File: config.mk
export PLATFORM = sky130hd
export DESIGN_NAME = drive_guard
export DESIGN_NICKNAME = d
export VERILOG_FILES = /design/src/logic/drive_guard.v /design/src/logic/loss_timer.v /design/src/logic/write_guard.v
export VERILOG_INCLUDE_DIRS = /design/src /design/src/inc
export SDC_FILE = /design/constraint.sdc
export NUM_CORES = 1
export LEC_CHECK = 0
export ABC_AREA = 1
export BUFFER_PORTS_ARGS = -buffer_cell sky130_fd_sc_hd__buf_2
export CAP_MARGIN = 30
export CORE_ASPECT_RATIO = 1.25
export CORE_MARGIN = 2
export CORE_UTILIZATION = 60
export CTS_CLUSTER_DIAMETER = 150
export DETAILED_ROUTE_END_ITERATION = 7
export GPL_TIMING_DRIVEN = 0
export MAX_ROUTING_LAYER = met4
export PLACE_DENSITY = 0.91
export SYNTH_ARGS = -nofsm -noshare
export SYNTH_HDL_FRONTEND = slang
export SYNTH_SLANG_ARGS = --single-unit
File: constraint.sdc
create_clock -name clk_i -period 5.5 [get_ports clk_i]
set_clock_uncertainty 0.15 [all_clocks]
set_input_delay 0.55 -clock clk_i [delete_from_list [all_inputs] [get_ports clk_i]]
set_output_delay 0.55 -clock clk_i [all_outputs]
set_load 0.01 [all_outputs]
File: src/inc/drive_guard_defines.vh
// Purpose: constants for the drive mode and parameter guard
// Assumes: 50 MHz clock, parameter numbers carried as 8-bit codes
// Notes: register offsets are word indices on the plain register port
// Summary of operation
// - reset pulse (even select, or odd select with trip) or power cycle clears panel stop
// - reset input shuts output, clears duty data
// - panel loss declared after over one second
// - panel absent at power-on raises no alarm
// - reset/stop select always writable, survives clear-all
// - panel stop shows indication, no alarm output
// - serial use of connector disables loss detection
// - protect 0: write only when stopped, three selects always
// - protect 2: write allowed while running
// - fixed parameter set locked while running
// - protect 1: only three selects writable
// - direction inhibit 0 both, 1 no reverse, 2 no forward
// - mode select factory 2, starts in fieldbus mode
// - mode 0: fieldbus at start, keys switch modes
// - mode 1: panel owns frequency and start
// - mode 2: fieldbus supplies frequency and start
// - capacity 9999 selects V/F, else vector
// - reset/stop select values and their meanings
// - values 14-17 panel stop in both modes
`ifndef DRIVE_GUARD_DEFINES_VH
`define DRIVE_GUARD_DEFINES_VH
`define CLK_HZ            50000000
`define LOSS_TIME_MS      1000
`define LOSS_CYCLES       ((`CLK_HZ / 1000) * `LOSS_TIME_MS)
`define ADR_RST_STOP_SEL  4'h0
`define ADR_WR_PROT_SEL   4'h1
`define ADR_DIR_INH_SEL   4'h2
`define ADR_OP_MODE_SEL   4'h3
`define ADR_MOTOR_CAP     4'h4
`define ADR_STATUS        4'h5
`define ADR_CLEAR_ALL     4'h6
`define RST_STOP_RESET    5'h0e
`define WR_PROT_RESET     2'h0
`define DIR_INH_RESET     2'h0
`define OP_MODE_RESET     2'h2
`define MOTOR_CAP_RESET   14'h270f
`define MOTOR_CAP_MIN     14'h0001
`define MOTOR_CAP_MAX     14'h004b
`define PNUM_W            8
`endif

File: src/logic/drive_guard.v
// Purpose: mode ownership, parameter write guard and panel supervision
// Assumes: pins synchronised here; register port on same clock
// Notes: parameter writes reach selects by register address
//
// The address map and the plain strobed port are this design's own decisions.
`timescale 1ns/1ps
`include "drive_guard_defines.vh"
module drive_guard #(
   parameter LOSS_CYCLES = `LOSS_CYCLES  // loss time in cycles
) (
   input  wire        clk_i,           // 50 MHz clock
   input  wire        rst_n_i,         // async reset, power-on
   input  wire [3:0]  addr_i,          // register address
   input  wire [15:0] wdata_i,         // write data
   input  wire        wr_i,            // write strobe
   input  wire        rd_i,            // read strobe
   output reg  [15:0] rdata_o,         // read data, next cycle
   input  wire        fwd_start_i,     // forward_start_input pin
   input  wire        rev_start_i,     // reverse_start_input pin
   input  wire        reset_term_i,    // reset_input_terminal pin
   input  wire        panel_present_i, // operator_panel connected
   input  wire        panel_serial_i,  // connector used for serial
   input  wire        key_panel_i,     // panel mode key
   input  wire        key_ext_i,       // external_mode_key
   input  wire        key_fwd_i,       // panel_forward_key
   input  wire        key_rev_i,       // panel_reverse_key
   input  wire        key_stop_i,      // panel stop key
   input  wire        trip_i,          // protective trip active
   input  wire        standstill_i,    // deceleration complete
   input  wire        bus_run_fwd_i,   // fieldbus forward run
   input  wire        bus_run_rev_i,   // fieldbus reverse run
   input  wire [15:0] bus_freq_i,      // fieldbus frequency
   input  wire [15:0] panel_freq_i,    // panel digital frequency
   output reg         run_fwd_o,       // forward run command
   output reg         run_rev_o,       // reverse run command
   output reg  [15:0] freq_o,          // frequency command
   output reg         decel_stop_o,    // decelerate to stop
   output reg         output_off_o,    // output shut off, coast
   output reg         duty_clear_o,    // clear thermal/brake data
   output reg         panel_stop_ind_o,// panel_stop_indication
   output reg         alarm_o,         // alarm output
   output reg         panel_loss_o,    // panel_loss_alarm_code shown
   output reg         fieldbus_mode_o, // fieldbus_mode active
   output reg         vector_ctrl_o,   // flux-vector control chosen
   output reg         reset_accept_o   // reset pulse accepted
);
   // pin synchronisers, two flops each
   reg [9:0] s1;   // first stage
   reg [9:0] s2;   // second stage
   always @(posedge clk_i or negedge rst_n_i) begin
      if (!rst_n_i) begin
         s1 <= 10'h0;
         s2 <= 10'h0;
      end else begin
         s1 <= {fwd_start_i, rev_start_i, reset_term_i, panel_present_i, panel_serial_i,
                key_panel_i, key_ext_i, key_fwd_i, key_rev_i, key_stop_i};
         s2 <= s1;
      end
   end
   wire fwd_s   = s2[9];  // synced forward start
   wire rev_s   = s2[8];  // synced reverse start
   wire rst_s   = s2[7];  // synced reset terminal
   wire pres_s  = s2[6];  // synced panel present
   wire ser_s   = s2[5];  // synced serial use
   wire kpan_s  = s2[4];  // synced panel key
   wire kext_s  = s2[3];  // synced external key
   wire kfwd_s  = s2[2];  // synced panel forward
   wire krev_s  = s2[1];  // synced panel reverse
   wire kstop_s = s2[0];  // synced stop key

   reg  [4:0]  rst_stop_sel;  // reset/disconnect/stop select
   reg  [1:0]  wr_prot_sel;   // write protect select
   reg  [1:0]  dir_inh_sel;   // direction inhibit select
   reg  [1:0]  op_mode_sel;   // operating mode select
   reg  [13:0] motor_cap;     // capacity in 0.1 kW, 9999 = V/F
   reg         panel_mode;    // panel owns commands
   reg         pstop;         // panel stop latched
   reg         start_released;// start released after stop
   reg  [4:0]  kprev;         // key edge history
   reg         rst_prev;      // reset terminal history
   wire        accept;        // write guard verdict
   wire        loss;          // panel loss from timer
   wire        running = run_fwd_o | run_rev_o;   // drive running
   // loss shuts off output only for selects 2, 3, 16 and 17
   wire        loss_sel = rst_stop_sel[4] || (rst_stop_sel[1] && !rst_stop_sel[3]);

   // write guard keyed by parameter number of the address
   reg [`PNUM_W-1:0] pnum;   // parameter number
   always @* begin
      case (addr_i)
         `ADR_RST_STOP_SEL: pnum = 8'h4b;
         `ADR_WR_PROT_SEL:  pnum = 8'h4d;
         `ADR_DIR_INH_SEL:  pnum = 8'h4e;
         `ADR_OP_MODE_SEL:  pnum = 8'h4f;
         `ADR_MOTOR_CAP:    pnum = 8'h50;
         default:           pnum = 8'h00;
      endcase
   end
   write_guard u_guard (
      .pnum_i    (pnum),
      .prot_i    (wr_prot_sel),
      .running_i (running),
      .accept_o  (accept)
   );
   loss_timer #(.LOSS_CYCLES(LOSS_CYCLES)) u_loss (
      .clk_i           (clk_i),
      .rst_n_i         (rst_n_i),
      .enable_i        (!ser_s && loss_sel),
      .panel_present_i (pres_s),
      .loss_o          (loss)
   );

   wire rst_rise  = rst_s & ~rst_prev;                        // reset pulse
   wire rst_ok    = !rst_stop_sel[0] || trip_i;
   wire do_reset  = rst_rise && rst_ok;
   wire ext_rise  = kext_s & ~kprev[3];                       // external key press
   wire pan_rise  = kpan_s & ~kprev[4];                       // panel key press
   wire stop_rise = kstop_s & ~kprev[0];                      // stop key press
   wire stop_ok   = panel_mode || rst_stop_sel >= 5'h0e;      // 14-17 both modes
   wire clear_all = wr_i && addr_i == `ADR_CLEAR_ALL && wr_prot_sel != 2'h1;

   // parameter registers and clear-all
   always @(posedge clk_i or negedge rst_n_i) begin
      if (!rst_n_i) begin
         rst_stop_sel <= `RST_STOP_RESET;
         wr_prot_sel  <= `WR_PROT_RESET;
         dir_inh_sel  <= `DIR_INH_RESET;
         op_mode_sel  <= `OP_MODE_RESET;
         motor_cap    <= `MOTOR_CAP_RESET;
      end else if (clear_all) begin
         wr_prot_sel  <= `WR_PROT_RESET;                      // select kept
         dir_inh_sel  <= `DIR_INH_RESET;
         op_mode_sel  <= `OP_MODE_RESET;
         motor_cap    <= `MOTOR_CAP_RESET;
      end else if (wr_i && accept) begin
         case (addr_i)
            `ADR_RST_STOP_SEL:
               if (wdata_i[15:5] == 11'h0 &&
                   (wdata_i[4:0] <= 5'h03 ||
                    (wdata_i[4:0] >= 5'h0e && wdata_i[4:0] <= 5'h11)))
                  rst_stop_sel <= wdata_i[4:0];
            `ADR_WR_PROT_SEL:
               if (wdata_i <= 16'h0002)
                  wr_prot_sel <= wdata_i[1:0];
            `ADR_DIR_INH_SEL:
               if (wdata_i <= 16'h0002)
                  dir_inh_sel <= wdata_i[1:0];
            `ADR_OP_MODE_SEL:
               if (wdata_i <= 16'h0002)
                  op_mode_sel <= wdata_i[1:0];
            `ADR_MOTOR_CAP:
               if (wdata_i == 16'h270f ||
                   (wdata_i[13:0] >= `MOTOR_CAP_MIN && wdata_i[13:0] <= `MOTOR_CAP_MAX &&
                    wdata_i[15:14] == 2'h0))
                  motor_cap <= wdata_i[13:0];
            default: ;                                        // nothing stored
         endcase
      end
   end

   // mode ownership, panel stop and restart sequence
   always @(posedge clk_i or negedge rst_n_i) begin
      if (!rst_n_i) begin
         panel_mode     <= 1'b0;
         pstop          <= 1'b0;
         start_released <= 1'b0;
         kprev          <= 5'h0;
         rst_prev       <= 1'b0;
      end else begin
         kprev    <= {kpan_s, kext_s, kfwd_s, krev_s, kstop_s};
         rst_prev <= rst_s;
         case (op_mode_sel)
            2'h1:    panel_mode <= 1'b1;
            2'h2:    panel_mode <= 1'b0;
            default: begin
               if (pan_rise && !running)
                  panel_mode <= 1'b1;
               else if (ext_rise && !running && !pstop)
                  panel_mode <= 1'b0;
            end
         endcase
         if (do_reset) begin
            pstop <= 1'b0;
         end else if (stop_rise && stop_ok) begin
            pstop          <= 1'b1;
            start_released <= 1'b0;
         end else if (pstop) begin
            // restart order: standstill, release, external key
            if (standstill_i && !fwd_s && !rev_s && !bus_run_fwd_i && !bus_run_rev_i)
               start_released <= 1'b1;
            if (start_released && ext_rise)
               pstop <= 1'b0;
         end
      end
   end

   // command arbitration and status outputs
   reg want_fwd;   // requested forward run
   reg want_rev;   // requested reverse run
   always @* begin
      if (panel_mode) begin
         want_fwd = kfwd_s;
         want_rev = krev_s;
      end else begin
         want_fwd = bus_run_fwd_i | fwd_s;
         want_rev = bus_run_rev_i | rev_s;
      end
   end
   always @(posedge clk_i or negedge rst_n_i) begin
      if (!rst_n_i) begin
         run_fwd_o        <= 1'b0;
         run_rev_o        <= 1'b0;
         freq_o           <= 16'h0;
         decel_stop_o     <= 1'b0;
         output_off_o     <= 1'b1;
         duty_clear_o     <= 1'b1;
         panel_stop_ind_o <= 1'b0;
         alarm_o          <= 1'b0;
         panel_loss_o     <= 1'b0;
         fieldbus_mode_o  <= 1'b1;
         vector_ctrl_o    <= 1'b0;
         reset_accept_o   <= 1'b0;
      end else begin
         output_off_o     <= rst_s || loss;
         duty_clear_o     <= rst_s;
         decel_stop_o     <= pstop;
         panel_stop_ind_o <= pstop;
         alarm_o          <= loss || trip_i;                  // stop is not alarm
         panel_loss_o     <= loss;
         fieldbus_mode_o  <= !panel_mode;
         vector_ctrl_o    <= (motor_cap != `MOTOR_CAP_RESET);
         reset_accept_o   <= do_reset;
         freq_o           <= panel_mode ? panel_freq_i : bus_freq_i;
         if (rst_s || loss || pstop) begin
            run_fwd_o <= 1'b0;
            run_rev_o <= 1'b0;
         end else begin
            run_fwd_o <= want_fwd && !want_rev && dir_inh_sel != 2'h2;
            run_rev_o <= want_rev && !want_fwd && dir_inh_sel != 2'h1;
         end
      end
   end

   // register read port
   always @(posedge clk_i or negedge rst_n_i) begin
      if (!rst_n_i) begin
         rdata_o <= 16'h0;
      end else if (rd_i) begin
         case (addr_i)
            `ADR_RST_STOP_SEL: rdata_o <= {11'h0, rst_stop_sel};
            `ADR_WR_PROT_SEL:  rdata_o <= {14'h0, wr_prot_sel};
            `ADR_DIR_INH_SEL:  rdata_o <= {14'h0, dir_inh_sel};
            `ADR_OP_MODE_SEL:  rdata_o <= {14'h0, op_mode_sel};
            `ADR_MOTOR_CAP:    rdata_o <= {2'h0, motor_cap};
            `ADR_STATUS:       rdata_o <= {10'h0, loss, pstop, panel_mode,
                                           run_rev_o, run_fwd_o, accept};
            default:           rdata_o <= 16'h0;
         endcase
      end
   end
endmodule // drive_guard

File: src/logic/loss_timer.v
// Purpose: panel disconnection timer
// Assumes: panel_present_i is already synchronised
// Notes: absence seen since power-on never alarms
`timescale 1ns/1ps
module loss_timer #(
   parameter LOSS_CYCLES = 50000000   // cycles of absence before loss
) (
   input  wire        clk_i,            // system clock
   input  wire        rst_n_i,          // async reset, active low
   input  wire        enable_i,         // detection enabled
   input  wire        panel_present_i,  // panel seen on connector
   output reg         loss_o            // loss declared, sticky
);
   reg [31:0] count;     // absence counter
   reg        seen;      // panel has been present since power-on
   // count continuous absence, only after panel seen once
   always @(posedge clk_i or negedge rst_n_i) begin
      if (!rst_n_i) begin
         count  <= 32'h0;
         seen   <= 1'b0;
         loss_o <= 1'b0;
      end else begin
         if (panel_present_i) begin
            seen  <= 1'b1;
            count <= 32'h0;
         end else if (enable_i && seen && !loss_o) begin
            if (count >= LOSS_CYCLES)
               loss_o <= 1'b1;
            else
               count <= count + 32'h1;
         end else if (!enable_i) begin
            count <= 32'h0;
         end
      end
   end
endmodule // loss_timer

File: src/logic/write_guard.v
// Purpose: decides whether a parameter write is accepted
// Assumes: combinational, same clock domain
// Notes: parameter codes are decimal numbers in 8 bits
`timescale 1ns/1ps
`include "drive_guard_defines.vh"
module write_guard (
   input  wire [`PNUM_W-1:0] pnum_i,     // parameter number
   input  wire [1:0]         prot_i,     // write protect select
   input  wire               running_i,  // drive running
   output reg                accept_o    // write allowed
);
   reg always_ok;   // selects writable in every state under protect 0 and 1
   reg run_locked;  // fixed set locked in operation
   // combinational accept decision
   always @* begin
      always_ok  = (pnum_i == 8'h4b) || (pnum_i == 8'h4d) || (pnum_i == 8'h4f);
      run_locked = (pnum_i == 8'h17) || (pnum_i == 8'h42) || (pnum_i == 8'h47) ||
                   (pnum_i == 8'h4f) || (pnum_i == 8'h5a) || (pnum_i == 8'h60) ||
                   (pnum_i >= 8'hb4 && pnum_i <= 8'hb7) ||
                   (pnum_i >= 8'hbe && pnum_i <= 8'hc0);
      case (prot_i)
         2'h1:    accept_o = always_ok;
         2'h2:    accept_o = !(running_i && run_locked);      // lock wins
         default: accept_o = always_ok || !running_i;
      endcase
   end
endmodule // write_guard

Yosys cells after proc, flatten, opt, wreduce, memory -nomap -nowiden
Index checks and enable logic that the tools add are counted.
{"block": "classes", "addsub": 1, "mul": 0, "div": 0, "n_lt_le_gt_ge": 12, "n_eq_ne": 25, "n_shift": 0, "n_mux": 36, "bitwise": 14, "reduce_logical": 81}
{"op": "$mux W32", "count": 4}
{"op": "$pmux W14 S6", "count": 1}
{"op": "$mux W14", "count": 4}
{"op": "$eq A7 B7 Y1 const B", "count": 7}
{"op": "$pmux W7 S5", "count": 1}
{"op": "$add A32 B1 Y32 const B", "count": 1}
{"op": "$ge A32 B26 Y1 const B", "count": 1}
{"op": "$logic_and A1 B1 Y1", "count": 28}
{"op": "$mux W2", "count": 10}
{"op": "$logic_or A1 B1 Y1", "count": 18}
{"op": "$reduce_and A3 Y1", "count": 6}
{"op": "$reduce_bool A2 Y1", "count": 9}
{"op": "$eq A16 B14 Y1 const B", "count": 1}
{"op": "$ge A7 B8 Y1 const B", "count": 2}
{"op": "$le A16 B2 Y1 const B", "count": 1}
{"op": "$le A7 B8 Y1 const B", "count": 2}
{"op": "$mux W16", "count": 1}
{"op": "$ge A14 B1 Y1 const B", "count": 1}
{"op": "$le A14 B7 Y1 const B", "count": 1}
{"op": "$logic_not A1 Y1", "count": 14}
{"op": "$ne A14 B14 Y1 const B", "count": 1}
{"op": "$mux W1", "count": 13}
{"op": "$eq A4 B3 Y1 const B", "count": 3}
{"op": "$logic_not A11 Y1", "count": 1}
{"op": "other kinds (20)", "count": 38}
{"block": "totals", "reg_bits": 130, "latchBits": 0, "ram_bits": 0, "mem_bits_ro": 0, "mem_count": 0}

Depth between registers and ports, before layout
Gate-level depths: netlist of run 1.
{"block": "depth", "depth_word": 16, "mapped_depth": 12, "mapped_depth_nobuf": 12}

Hierarchy
Synthesis of run 1 repeated with hierarchy kept, for this count alone.
{"block": "unflattened", "cells_unflattened": 837, "hier_area_um2": 6498.7}
{"mod": "drive_guard", "instances": 1, "cells_per_inst": 440, "area_each_um2": 4005.1, "seq_area_each_um2": 2321.0}
{"mod": "loss_timer", "instances": 1, "cells_per_inst": 335, "area_each_um2": 2224.6, "seq_area_each_um2": 850.8}
{"mod": "write_guard", "instances": 1, "cells_per_inst": 62, "area_each_um2": 269.0, "seq_area_each_um2": 0.0}

Worst setup path after synthesis of run 1
Ideal clock, no wire load.
{"block": "synth_timing", "path_type": "input to register", "startpoint": "input port addr_i[3]", "endpoint": "register motor_cap[4]", "setup_ns": 0.118, "arrival_ns": 1.514, "setup_slack_ns": 3.718, "stages": 11, "path_buffers": 1, "cell_sequence": "nor2_4 nand3_1 nand2_1 inv_1 nand2_1 nand2_2 nor2_4 nand3_2 buf_2 nand3_1 nand2_1"}
{"block": "synth_via", "elab_chain_len": 16, "word_cells_on_any_way": 42, "classes_between": "order compare: 4; eq/ne: 13; mux: 3; reduce/logical: 22"}
{"item": "start, declared", "line": "drive_guard.v:13", "text": "input wire [3:0] addr_i,"}
{"item": "parallel branches: the longest is 16 deep, another holds $ge A7 B8 Y1"}
{"item": "end signal, assigned", "line": "drive_guard.v:129", "text": "motor_cap <= `MOTOR_CAP_RESET;"}
{"item": "end signal, assigned", "line": "drive_guard.v:134", "text": "motor_cap <= `MOTOR_CAP_RESET;"}
{"item": "end signal, assigned", "line": "drive_guard.v:155", "text": "motor_cap <= wdata_i[13:0];"}
{"item": "end, declared", "line": "drive_guard.v:75", "text": "reg [13:0] motor_cap;"}
Several ways; the timed one is not identified.
A chain may end at the register's enable or synchronous reset.

Worst setup path after layout of run 1
{"block": "layout_timing", "startpoint": "register u_loss.count[0]", "endpoint": "register u_loss.count[10]"}
{"block": "layout_via", "elab_chain_len": 4, "word_cells_on_any_way": 7, "classes_between": "add/sub: 1; order compare: 1; eq/ne: 1; mux: 3; reduce/logical: 1"}
{"item": "start, declared", "line": "loss_timer.v:14", "text": "reg [31:0] count;"}
{"item": "start signal, assigned", "line": "loss_timer.v:30", "text": "count <= count + 32'h1;"}
{"item": "$add A32 B1 Y32", "line": "loss_timer.v:30"}
{"item": "$mux W32", "line": "loss_timer.v:27", "text": "if (count >= LOSS_CYCLES)"}
{"item": "$mux W32", "line": "loss_timer.v:26", "text": "end else if (enable_i && seen && !loss_o) begin"}
{"item": "$mux W32", "line": "loss_timer.v:23", "text": "if (panel_present_i) begin"}
Several ways; a longest one is shown, not always the timed one. The select of a mux whose other input is x is not followed.

==> Implementation_results.wiki, run 1 <==
{| class="wikitable"
! Metric !! Value
|-
| Proportion of layout cells with a drive suffix above 1 || 0.202
|-
| Count of TritonRoute iterations in the first routing pass || 8
|-
| Final HPWL from detailed placement || 11,400 um
|-
| Clock root buffer master || clkbuf_16
|-
| GRT Util Overall || 0.319
|-
| Number of antenna violations at the first check in global routing || 0
|-
| Share of synthesized area occupied by flip-flops and latches || 0.505
|-
| Largest area contributor in the synthesized netlist || dfrtp_1
|-
| Nets || 1,030
|-
| Worst R2R Start || u_loss.count[0]
|-
| Die W || approximately 96 um
|-
| Final number of max-transition violations || 0
|-
| Highest achievable clock rate || 408 MHz
|-
| DIE AREA || 11,300 sq um
|-
| Starting utilization of the core area || 0.619
|-
| Final estimated routing congestion in global placement || 0.954
|-
| Final antenna diode count || 0
|-
| Post-CTS Resized || 0
|-
| Signal arrival time at the worst endpoint || 2.67 ns
|-
| Worst Setup Path Type || reg -> reg
|-
| Result of the run || complete, no violations
|-
| Clock latency of the later-clocked register in the worst-skew pair || 0.43 ns
|-
| Top cells by count, synth || nand2_1, dfrtp_1, nor2_1
|-
| Clock Pin Slew Worst Setup and Hold Paths || 0.07 ns
|-
| Fill count || 745
|-
| Initial drt markers || 471
|-
| Clock Tree Buf Depth || 2
|-
| Largest fanout of any net on the critical path || 6
|-
| Power spent charging and discharging nets || roughly 760 uW
|-
| Final worst path period need || 2.45 ns
|-
| Power after layout || 2510 uW
|-
| Synthesis-to-finish area growth || 21.4%
|-
| Share of flip-flops with an asynchronous set or reset || 1.00
|-
| TNS Setup || 0 ns
|-
| Wire length of the first global-routing pass || 27,000 um
|-
| Count of final hold-check violations || 0
|-
| Remaining max-slew budget at the tightest pin || 0.610
|-
| Vias per cell || 5.49
|-
| Worst hold path endpoint || s1[4]
|-
| P per Cell Area || around 330 nW/um^2
|-
| Internal Pwr Total || around 1800 uW
|-
| Count of nets left with antenna violations after detail routing || 0
|-
| Num Clock Sinks || roughly 130
|-
| Avg Inst Size Synth || 7.63 sq um
|-
| Register-to-Register Setup Slack || around 3.1 ns
|-
| Post-CTS setup buffers || 0
|-
| Actual slew at the worst max-slew pin || 0.570 ns
|-
| CTS tree || built
|-
| Total Wirelength || 16,600 um
|-
| Post-synth EDFFs || 0
|-
| Req. time, crit path || 5.72 ns
|-
| Clock buffer count from CTS || 17
|-
| Number of max-cap violations || 0
|-
| Cell with the most instances after synthesis || nand2_1
|-
| Most used flip-flop cell after synthesis || dfrtp_1
|-
| Logic gate share of total power || 0.136
|-
| Die Height || 118 um
|-
| Share of total power in sequential cells || 0.423
|-
| Core area || 10,200 sq um
|-
| Hold-fix buffer count after cts || 1
|-
| Part of the power in the clock network || 0.440
|-
| Distinct cells, synth || 39
|-
| Largest net degree at the start of global routing || 96
|-
| Depth of the worst register-to-register path || 9
|-
| Combined area of all synthesized cells || ~6300 sq um
|-
| Final number of setup-violating endpoints || 0
|-
| Number of remaining DRC errors || 0
|-
| Number of placement rows || 41
|-
| Tcrit/Tclk final || 0.445
|-
| Switching share of power || 0.303
|-
| Crit end category || flop
|-
| Number of primary I/O pins || 113
|-
| Mean routed wirelength per cell || around 15 um
|-
| Leak || around 0.0039 uW
|-
| Peak ir drop on the vdd network || 0.242 mV
|-
| Number of global-route vias before repair || 5,819
|-
| Fraction of post-synthesis cell area in the top cell type by area || 0.442
|-
| Crit path launch type || flop
|-
| Min-Delay Startpoint || key_panel_i
|-
| Syn Inst Count || between 800 and 900
|-
| Leading cell types by total area after synthesis || dfrtp_1, nand2_1, nor2_1, dfstp_2, nand3_1
|-
| Kind of path behind the tightest hold check || in -> reg
|-
| R2r endpoint || u_loss.count[10]
|-
| Number of buffers added on ports || 109
|-
| Flip-flop and latch count after synthesis || between 100 and 150
|-
| Unrepaired setup endpoints after global routing || false
|-
| Total congestion overflow || 0
|-
| Overall via count from detail_route || between 6,000 and 7,000
|-
| Cell count of the worst hold path || 1
|-
| Total number of yosys warnings || 0
|-
| H-tree depth || 4
|}
-- per-layer routing --
layer / vias up / wire [um] / track usage
met5: - / 0 / -
met4: 0 / 775 / 0.148
met3: 82 / 1120 / 0.0758
met2: 300 / 8760 / 0.535
met1: 2797 / 5970 / 0.353
li1: 2847 / - / -
-- state kept, by name, indices dropped and copies added (netlist names), 2 cells and up --
signal / flops
s1: 10
freq_o: 16
s2: 10
wr_prot_sel: 2
op_mode_sel: 2
rst_stop_sel: 5
rdata_o: 14
u_loss.count: 32
dir_inh_sel: 2
motor_cap: 14
kprev: 3
-- area by class of cell --
cell class              instances  area, sq um  area share
inverters                      85          319      0.0418
multi-input cells             593         2680       0.351
well taps                     129          161      0.0211
clock inverters                15          166      0.0218
repair buffers                111          589      0.0772
flip-flops and latches        126         3170       0.416
clock buffers                  17          425      0.0557
plain buffers                  21          120      0.0157
-- layout by cell type (no fill, tap or decap), drive strengths merged, types with 2 or more instances in the layout --
master / n
a21boi: 2
a21oi: 3
buf: 122
clkbuf: 26
clkinv: 7
conb: 2
dfrtp: 111
dfstp: 15
ha: 5
inv: 93
nand2: 317
nand3: 72
nand3b: 2
nand4: 15
nor2: 112
nor3: 7
nor4: 5
o21ai: 31
o21bai: 2
o221ai: 2
o22ai: 2
o31ai: 4
or2: 5
xor2: 3
-- critical path: stages, from the launching register on --
cell	delay (ns)
dfrtp_1	0.43
ha_1	0.35
nand2_1	0.14
nor2_1	0.38
nand2_1	0.26
o21ai_0	0.26
nand3_1	0.10
nor2_1	0.11
nand3_1	0.12
nand2_1	0.09
-- worst max path at each step --
stage / start / to / slack (ns) / cells past startpoint
after floorplan: addr_i[3] / motor_cap[4] / 3.72 / 11
after global placement: rst_n_i / s1[0] / 2.21 / 1
after detailed placement: u_loss.count[0] / u_loss.count[12] / 3.25 / 10
after CTS: u_loss.count[0] / u_loss.count[10] / 3.17 / 9
after global routing: u_loss.count[0] / u_loss.count[10] / 2.96 / 9
final: u_loss.count[0] / u_loss.count[10] / 3.05 / 9
-- cell families after synthesis --
logic type,synth area share
other,0.000597
buffers and inverters,0.0699
adder cells (fa/ha/maj),0.00995
XOR/XNOR,0.00418
AND/OR/NAND/NOR,0.362
flip-flops,0.505
AO/OA/AOI/OAI,0.0486
-- power groups by stage --
stage,clock network (uW),logic (uW),registers [uW]
final,1110,343,1060
after global routing,1160,380,1070
after global placement,0,319,1070
after floorplan,0,152,1100
after detailed placement,0,333,1080
after CTS,1110,343,1060
-- stage by stage --
step	hold slack, ns	worst slack (ns)	util	area, sq um	instances
after floorplan	0.104	3.72	-	6290	825
after global placement	0.183	2.21	0.689	7000	1063
after detailed placement	0.185	3.25	0.692	7030	1064
after CTS	0.0638	3.17	0.751	7630	1097
after global routing	0.0560	2.96	0.751	7630	1097
final	0.0699	3.05	0.751	7630	1097
No activity file was read; power rests on OpenSTA's default activity.
==> run 2: changes to the inputs <==
--- a/config.mk
+++ b/config.mk
@@ -6,17 +6,17 @@
 export SDC_FILE = /design/constraint.sdc
 export NUM_CORES = 1
 export LEC_CHECK = 0
-export ABC_AREA = 1
+export ABC_AREA = 0
 export BUFFER_PORTS_ARGS = -buffer_cell sky130_fd_sc_hd__buf_2
 export CAP_MARGIN = 30
 export CORE_ASPECT_RATIO = 1.25
 export CORE_MARGIN = 2
-export CORE_UTILIZATION = 60
+export CORE_UTILIZATION = 55
 export CTS_CLUSTER_DIAMETER = 150
 export DETAILED_ROUTE_END_ITERATION = 7
 export GPL_TIMING_DRIVEN = 0
 export MAX_ROUTING_LAYER = met4
-export PLACE_DENSITY = 0.91
+export PLACE_DENSITY = 0.86
 export SYNTH_ARGS = -nofsm -noshare
 export SYNTH_HDL_FRONTEND = slang
 export SYNTH_SLANG_ARGS = --single-unit
==> constraint.sdc (replaced) <==
create_clock -name clk_i -period 2.4 [get_ports clk_i]
set_clock_uncertainty 0.15 [all_clocks]
set_input_delay 0.24 -clock clk_i [delete_from_list [all_inputs] [get_ports clk_i]]
set_output_delay 0.24 -clock clk_i [all_outputs]
set_load 0.01 [all_outputs]
==> run 2 against run 1 <==
Net effect:
- the run now ends with negative setup slack left
- cell count decreased by 24%
- non-clock buffer count increased by 53
- sequential power increased by 120%
- first-iteration DRC count increased by 9.3%
- sequential share of layout area increased by 0.18 points
- critical endpoint is now op_mode_sel[0]
- largest power group is now sequential cells
==> Implementation_results.wiki, run 2 <==
{| class="wikitable"
! Metric !! Value
|-
| Depth of the worst register-to-register path || 8 (-1)
|-
| Distinct cells, synth || 55 (+41%)
|-
| Flip-flop and latch count after synthesis || 126 (unchanged)
|-
| Final HPWL from detailed placement || 8490 um (-26%)
|-
| Kind of path behind the tightest hold check || in -> reg
|-
| Most numerous cell on the critical path || nor2_1
|-
| Pre-CTS setup slack || -0.364 ns (-3.62 ns)
|-
| Largest net degree at the start of global routing || 109 (+14%)
|-
| R2r endpoint || op_mode_sel[0]
|-
| Starting utilization of the core area || 0.568 (-0.0508)
|-
| Tcrit/Tclk final || 1.01 (+0.563)
|-
| Wire length of the first global-routing pass || 23,400 um (-13%)
|-
| Total Wirelength || 15,400 um (-7.3%)
|-
| Number of primary I/O pins || 113 (unchanged)
|-
| Peak ir drop on the vdd network || 0.593 mV (+140%)
|-
| Post-layout worst setup margin || -0.0205 ns (-3.07 ns)
|-
| Final antenna diode count || 0 (unchanged)
|-
| Number of global-route vias before repair || 4,845 (-17%)
|-
| Syn Inst Count || 505 (-39%)
|-
| Highest achievable clock rate || 413 MHz (+1.1%)
|-
| Min-Delay Startpoint || wdata_i[4]
|-
| Top cells by count, synth || dfrtp_1, nor2_1, inv_1
|-
| Nets || 766 (-26%)
|-
| Total number of yosys warnings || 0 (unchanged)
|-
| Most common library cell in the layout ignoring fill and taps || buf_2
|-
| Count of final hold-check violations || 0 (unchanged)
|-
| DIE AREA || 10,800 sq um (-4.1%)
|-
| Final number of setup-violating endpoints || 3 (+3)
|-
| Crit path launch type || flop
|-
| Count of nets left with antenna violations after detail routing || 0 (unchanged)
|-
| Signal arrival time at the worst endpoint || 2.56 ns (-0.11 ns)
|-
| Slowest library cell on the worst path || or4_4
|-
| Num Clock Sinks || 126 (unchanged)
|-
| Remaining max-slew budget at the tightest pin || 0.368 (-0.242)
|-
| Largest area contributor in the synthesized netlist || dfrtp_1
|-
| Worst R2R Start || wr_prot_sel[1]
|-
| Worst Setup Path Type || reg -> reg
|-
| Number of remaining DRC errors || 0 (unchanged)
|-
| Number of max-cap violations || 0 (unchanged)
|-
| Die W || 93.6 um (-2.1%)
|-
| Worst hold path endpoint || motor_cap[4]
|-
| Power after layout || 5380 uW (+110%)
|-
| Number of placement rows || 40 (-2.4%)
|-
| Avg Inst Size Synth || 10.9 sq um (+43%)
|-
| End-of-flow core utilization || 0.783 (+0.0313)
|-
| Mean routed wirelength per cell || 18.6 um (+22%)
|-
| Leading cell types by total area after synthesis || dfrtp_1, dfstp_2, mux2_2, nor2_1, xnor2_1
|-
| Final worst path period need || 2.42 ns (-0.0278 ns)
|-
| Stage delay of the slowest cell on the critical path || 0.54 ns (+0.11 ns)
|-
| Overall via count from detail_route || 4,823 (-20%)
|-
| Largest fanout of any net on the critical path || 5 (-1)
|-
| Leak || 0.00341 uW (-13%)
|-
| Cell with the most instances after synthesis || dfrtp_1
|-
| Final estimated routing congestion in global placement || 0.892 (-6.5%)
|-
| Clock root buffer master || clkbuf_16
|-
| Cell-by-cell trace of the critical path || inv_1, ha_1, nor2_1, nor4b_4, o21ai_4, or4_4, mux2i_1, nor2_1
|-
| Core area || 9710 sq um (-4.4%)
|-
| Register-to-Register Setup Slack || -0.02 ns (-3.07 ns)
|-
| Total congestion overflow || 0 (unchanged)
|-
| Die Height || 116 um (-2.1%)
|-
| Failing checks || negative setup slack
|-
| Most used cells in the layout excluding fill and tap cells || buf_2, dfrtp_1, nor2_1
|-
| H-tree depth || 4 (unchanged)
|-
| Most used flip-flop cell after synthesis || dfrtp_1
|-
| Clock Tree Buf Depth || 2 (unchanged)
|-
| Clock latency of the later-clocked register in the worst-skew pair || 0.42 ns (about the same)
|-
| Initial drt markers || 515 (+9.3%)
|-
| Number of buffers added on ports || 109 (unchanged)
|-
| Proportion of layout cells with a drive suffix above 1 || 0.338 (+0.136)
|-
| Synthesis-to-finish area growth || 37.8%
|-
| Share of synthesized area occupied by flip-flops and latches || 0.575 (+0.0705)
|-
| Clock Pin Slew Worst Setup and Hold Paths || 0.06 ns (about the same)
|-
| Req. time, crit path || 2.54 ns (-3.18 ns)
|-
| Post-synth EDFFs || 0 (unchanged)
|-
| Clock buffer count from CTS || 17 (unchanged)
|-
| Count of TritonRoute iterations in the first routing pass || 5 (-3)
|-
| Registers with the highest flip-flop counts || u_loss.count (32), freq_o (16)
|-
| GRT Util Overall || 0.292 (-0.0270)
|-
| Unrepaired setup endpoints after global routing || true
|-
| Combined area of all synthesized cells || 5520 sq um (-12%)
|-
| Number of antenna violations at the first check in global routing || 0 (unchanged)
|-
| Final number of max-transition violations || 0 (unchanged)
|-
| Actual slew at the worst max-slew pin || 0.941 ns (+0.371 ns)
|-
| P per Cell Area || 709 nW/um^2 (+120%)
|-
| Flip-flop count of the largest register, all copies and words added || 32 (unchanged)
|-
| Result of the run || complete, but fails checks
|-
| CTS tree || built
|-
| Fraction of post-synthesis cell area in the top cell type by area || 0.504 (+0.0618)
|-
| Register ranked first by flip-flop count || u_loss.count
|-
| Cell count of the worst hold path || 3 (+2)
|-
| Share of flip-flops with an asynchronous set or reset || 1.00 (unchanged)
|-
| Crit end category || flop
|-
| Vias per cell || 5.81 (+5.8%)
|}
## run 2: cell count changes after synthesis, sizes merged, moves of 5 or more
| cell | change |
|---|---|
| nand3 | -50 |
| and2 | +6 |
| a21oi | +22 |
| xnor2 | +20 |
| o21ai | -12 |
| nand3b | +5 |
| mux2i | +8 |
| mux2 | +21 |
| inv | -46 |
| buf | -5 |
| nor2 | -59 |
| o21a | +6 |
| nand2 | -293 |
| nand2b | +9 |
## run 2: worst max path at each step
| stage | from | end | slack (ns) | cells past startpoint |
|---|---|---|---|---|
| floorplan | u_loss.count[28] | u_loss.count[14] | 0.08 | 6 |
| global placement | rst_n_i | wr_prot_sel[1] | -0.48 | 1 |
| detailed placement | u_loss.count[28] | u_loss.count[14] | -0.36 | 6 |
| CTS | u_loss.count[28] | u_loss.count[4] | 0.0004 | 7 |
| global route | wr_prot_sel[1] | op_mode_sel[1] | -0.13 | 7 |
| finish | wr_prot_sel[1] | op_mode_sel[0] | -0.02 | 8 |
## run 2: critical path, delay by kind of cell (launching register included)
| kind | cells | cell delay, ns |
|---|---|---|
| muxes | 1 | 0.20 |
| and+or+nand+nor | 4 | 1.06 |
| buffers and inverters | 1 | 0.10 |
| AOI/OAI and AO/OA | 1 | 0.12 |
| adders and majority gates | 1 | 0.21 |
| DFF | 1 | 0.44 |
## run 2: layer usage
layer	vias to the layer above	track usage	routed length (um)
met5	-	-	0
met4	0	0.143	599
met3	64	0.0676	959
met2	257	0.489	8030
met1	2353	0.332	5810
li1	2149	-	-
## run 2: cell families after synthesis
logic type                 share of synthesized area
muxes                                         0.0656
AOI/OAI and AO/OA                              0.101
xor gates and xnor gates                      0.0318
and+or+nand+nor                                0.173
buffers and inverters                         0.0417
adders and majority gates                     0.0113
DFF                                            0.575
other                                       0.000680
## run 2: report_power, final
part / switching, uW / internal [uW] / total (uW) / leakage, uW
Clock: 999 / 1360 / 2360 / 0.000269
Combinational: 321 / 336 / 656 / 0.00155
Sequential: 82.7 / 2290 / 2370 / 0.00160
Total: 1400 / 3980 / 5380 / 0.00341
## run 2: repair_timing
| item | 4_1_cts | 5_1_grt |
|---|---|---|
| pin swaps | 1 | 14 |
| resized for setup | 15 | 36 |
| endpoints found under the setup margin | 33 | 42 |
| hold endpoints to repair | 150 | 0 |
| hold buffers | 52 | 0 |
| setup buffers | 0 | 3 |
| gates cloned | 0 | 1 |
## run 2: metrics by stage
stage	hold slack (ns)	setup TNS (ns)	instance area [sq um]	std cells
6_report	0.0340	-0.0596	7600	830
5_1_grt	0.0471	-0.968	7600	830
4_1_cts	0.0170	0	7410	827
3_5_place_dp	-0.0602	-3.87	6260	743
3_3_place_gp	0.181	-54.88	6220	741
2_1_floorplan	-0.206	0	5520	506
## run 2: layout make-up
type	count	area, sq um
sequential	126	3170
multi-input combinational	324	2350
fill	562	2110
timing repair buffer	167	1130
clock buffer	18	439
tap	126	158
inverter	37	139
clock inverter	14	111
buffer	18	92.6
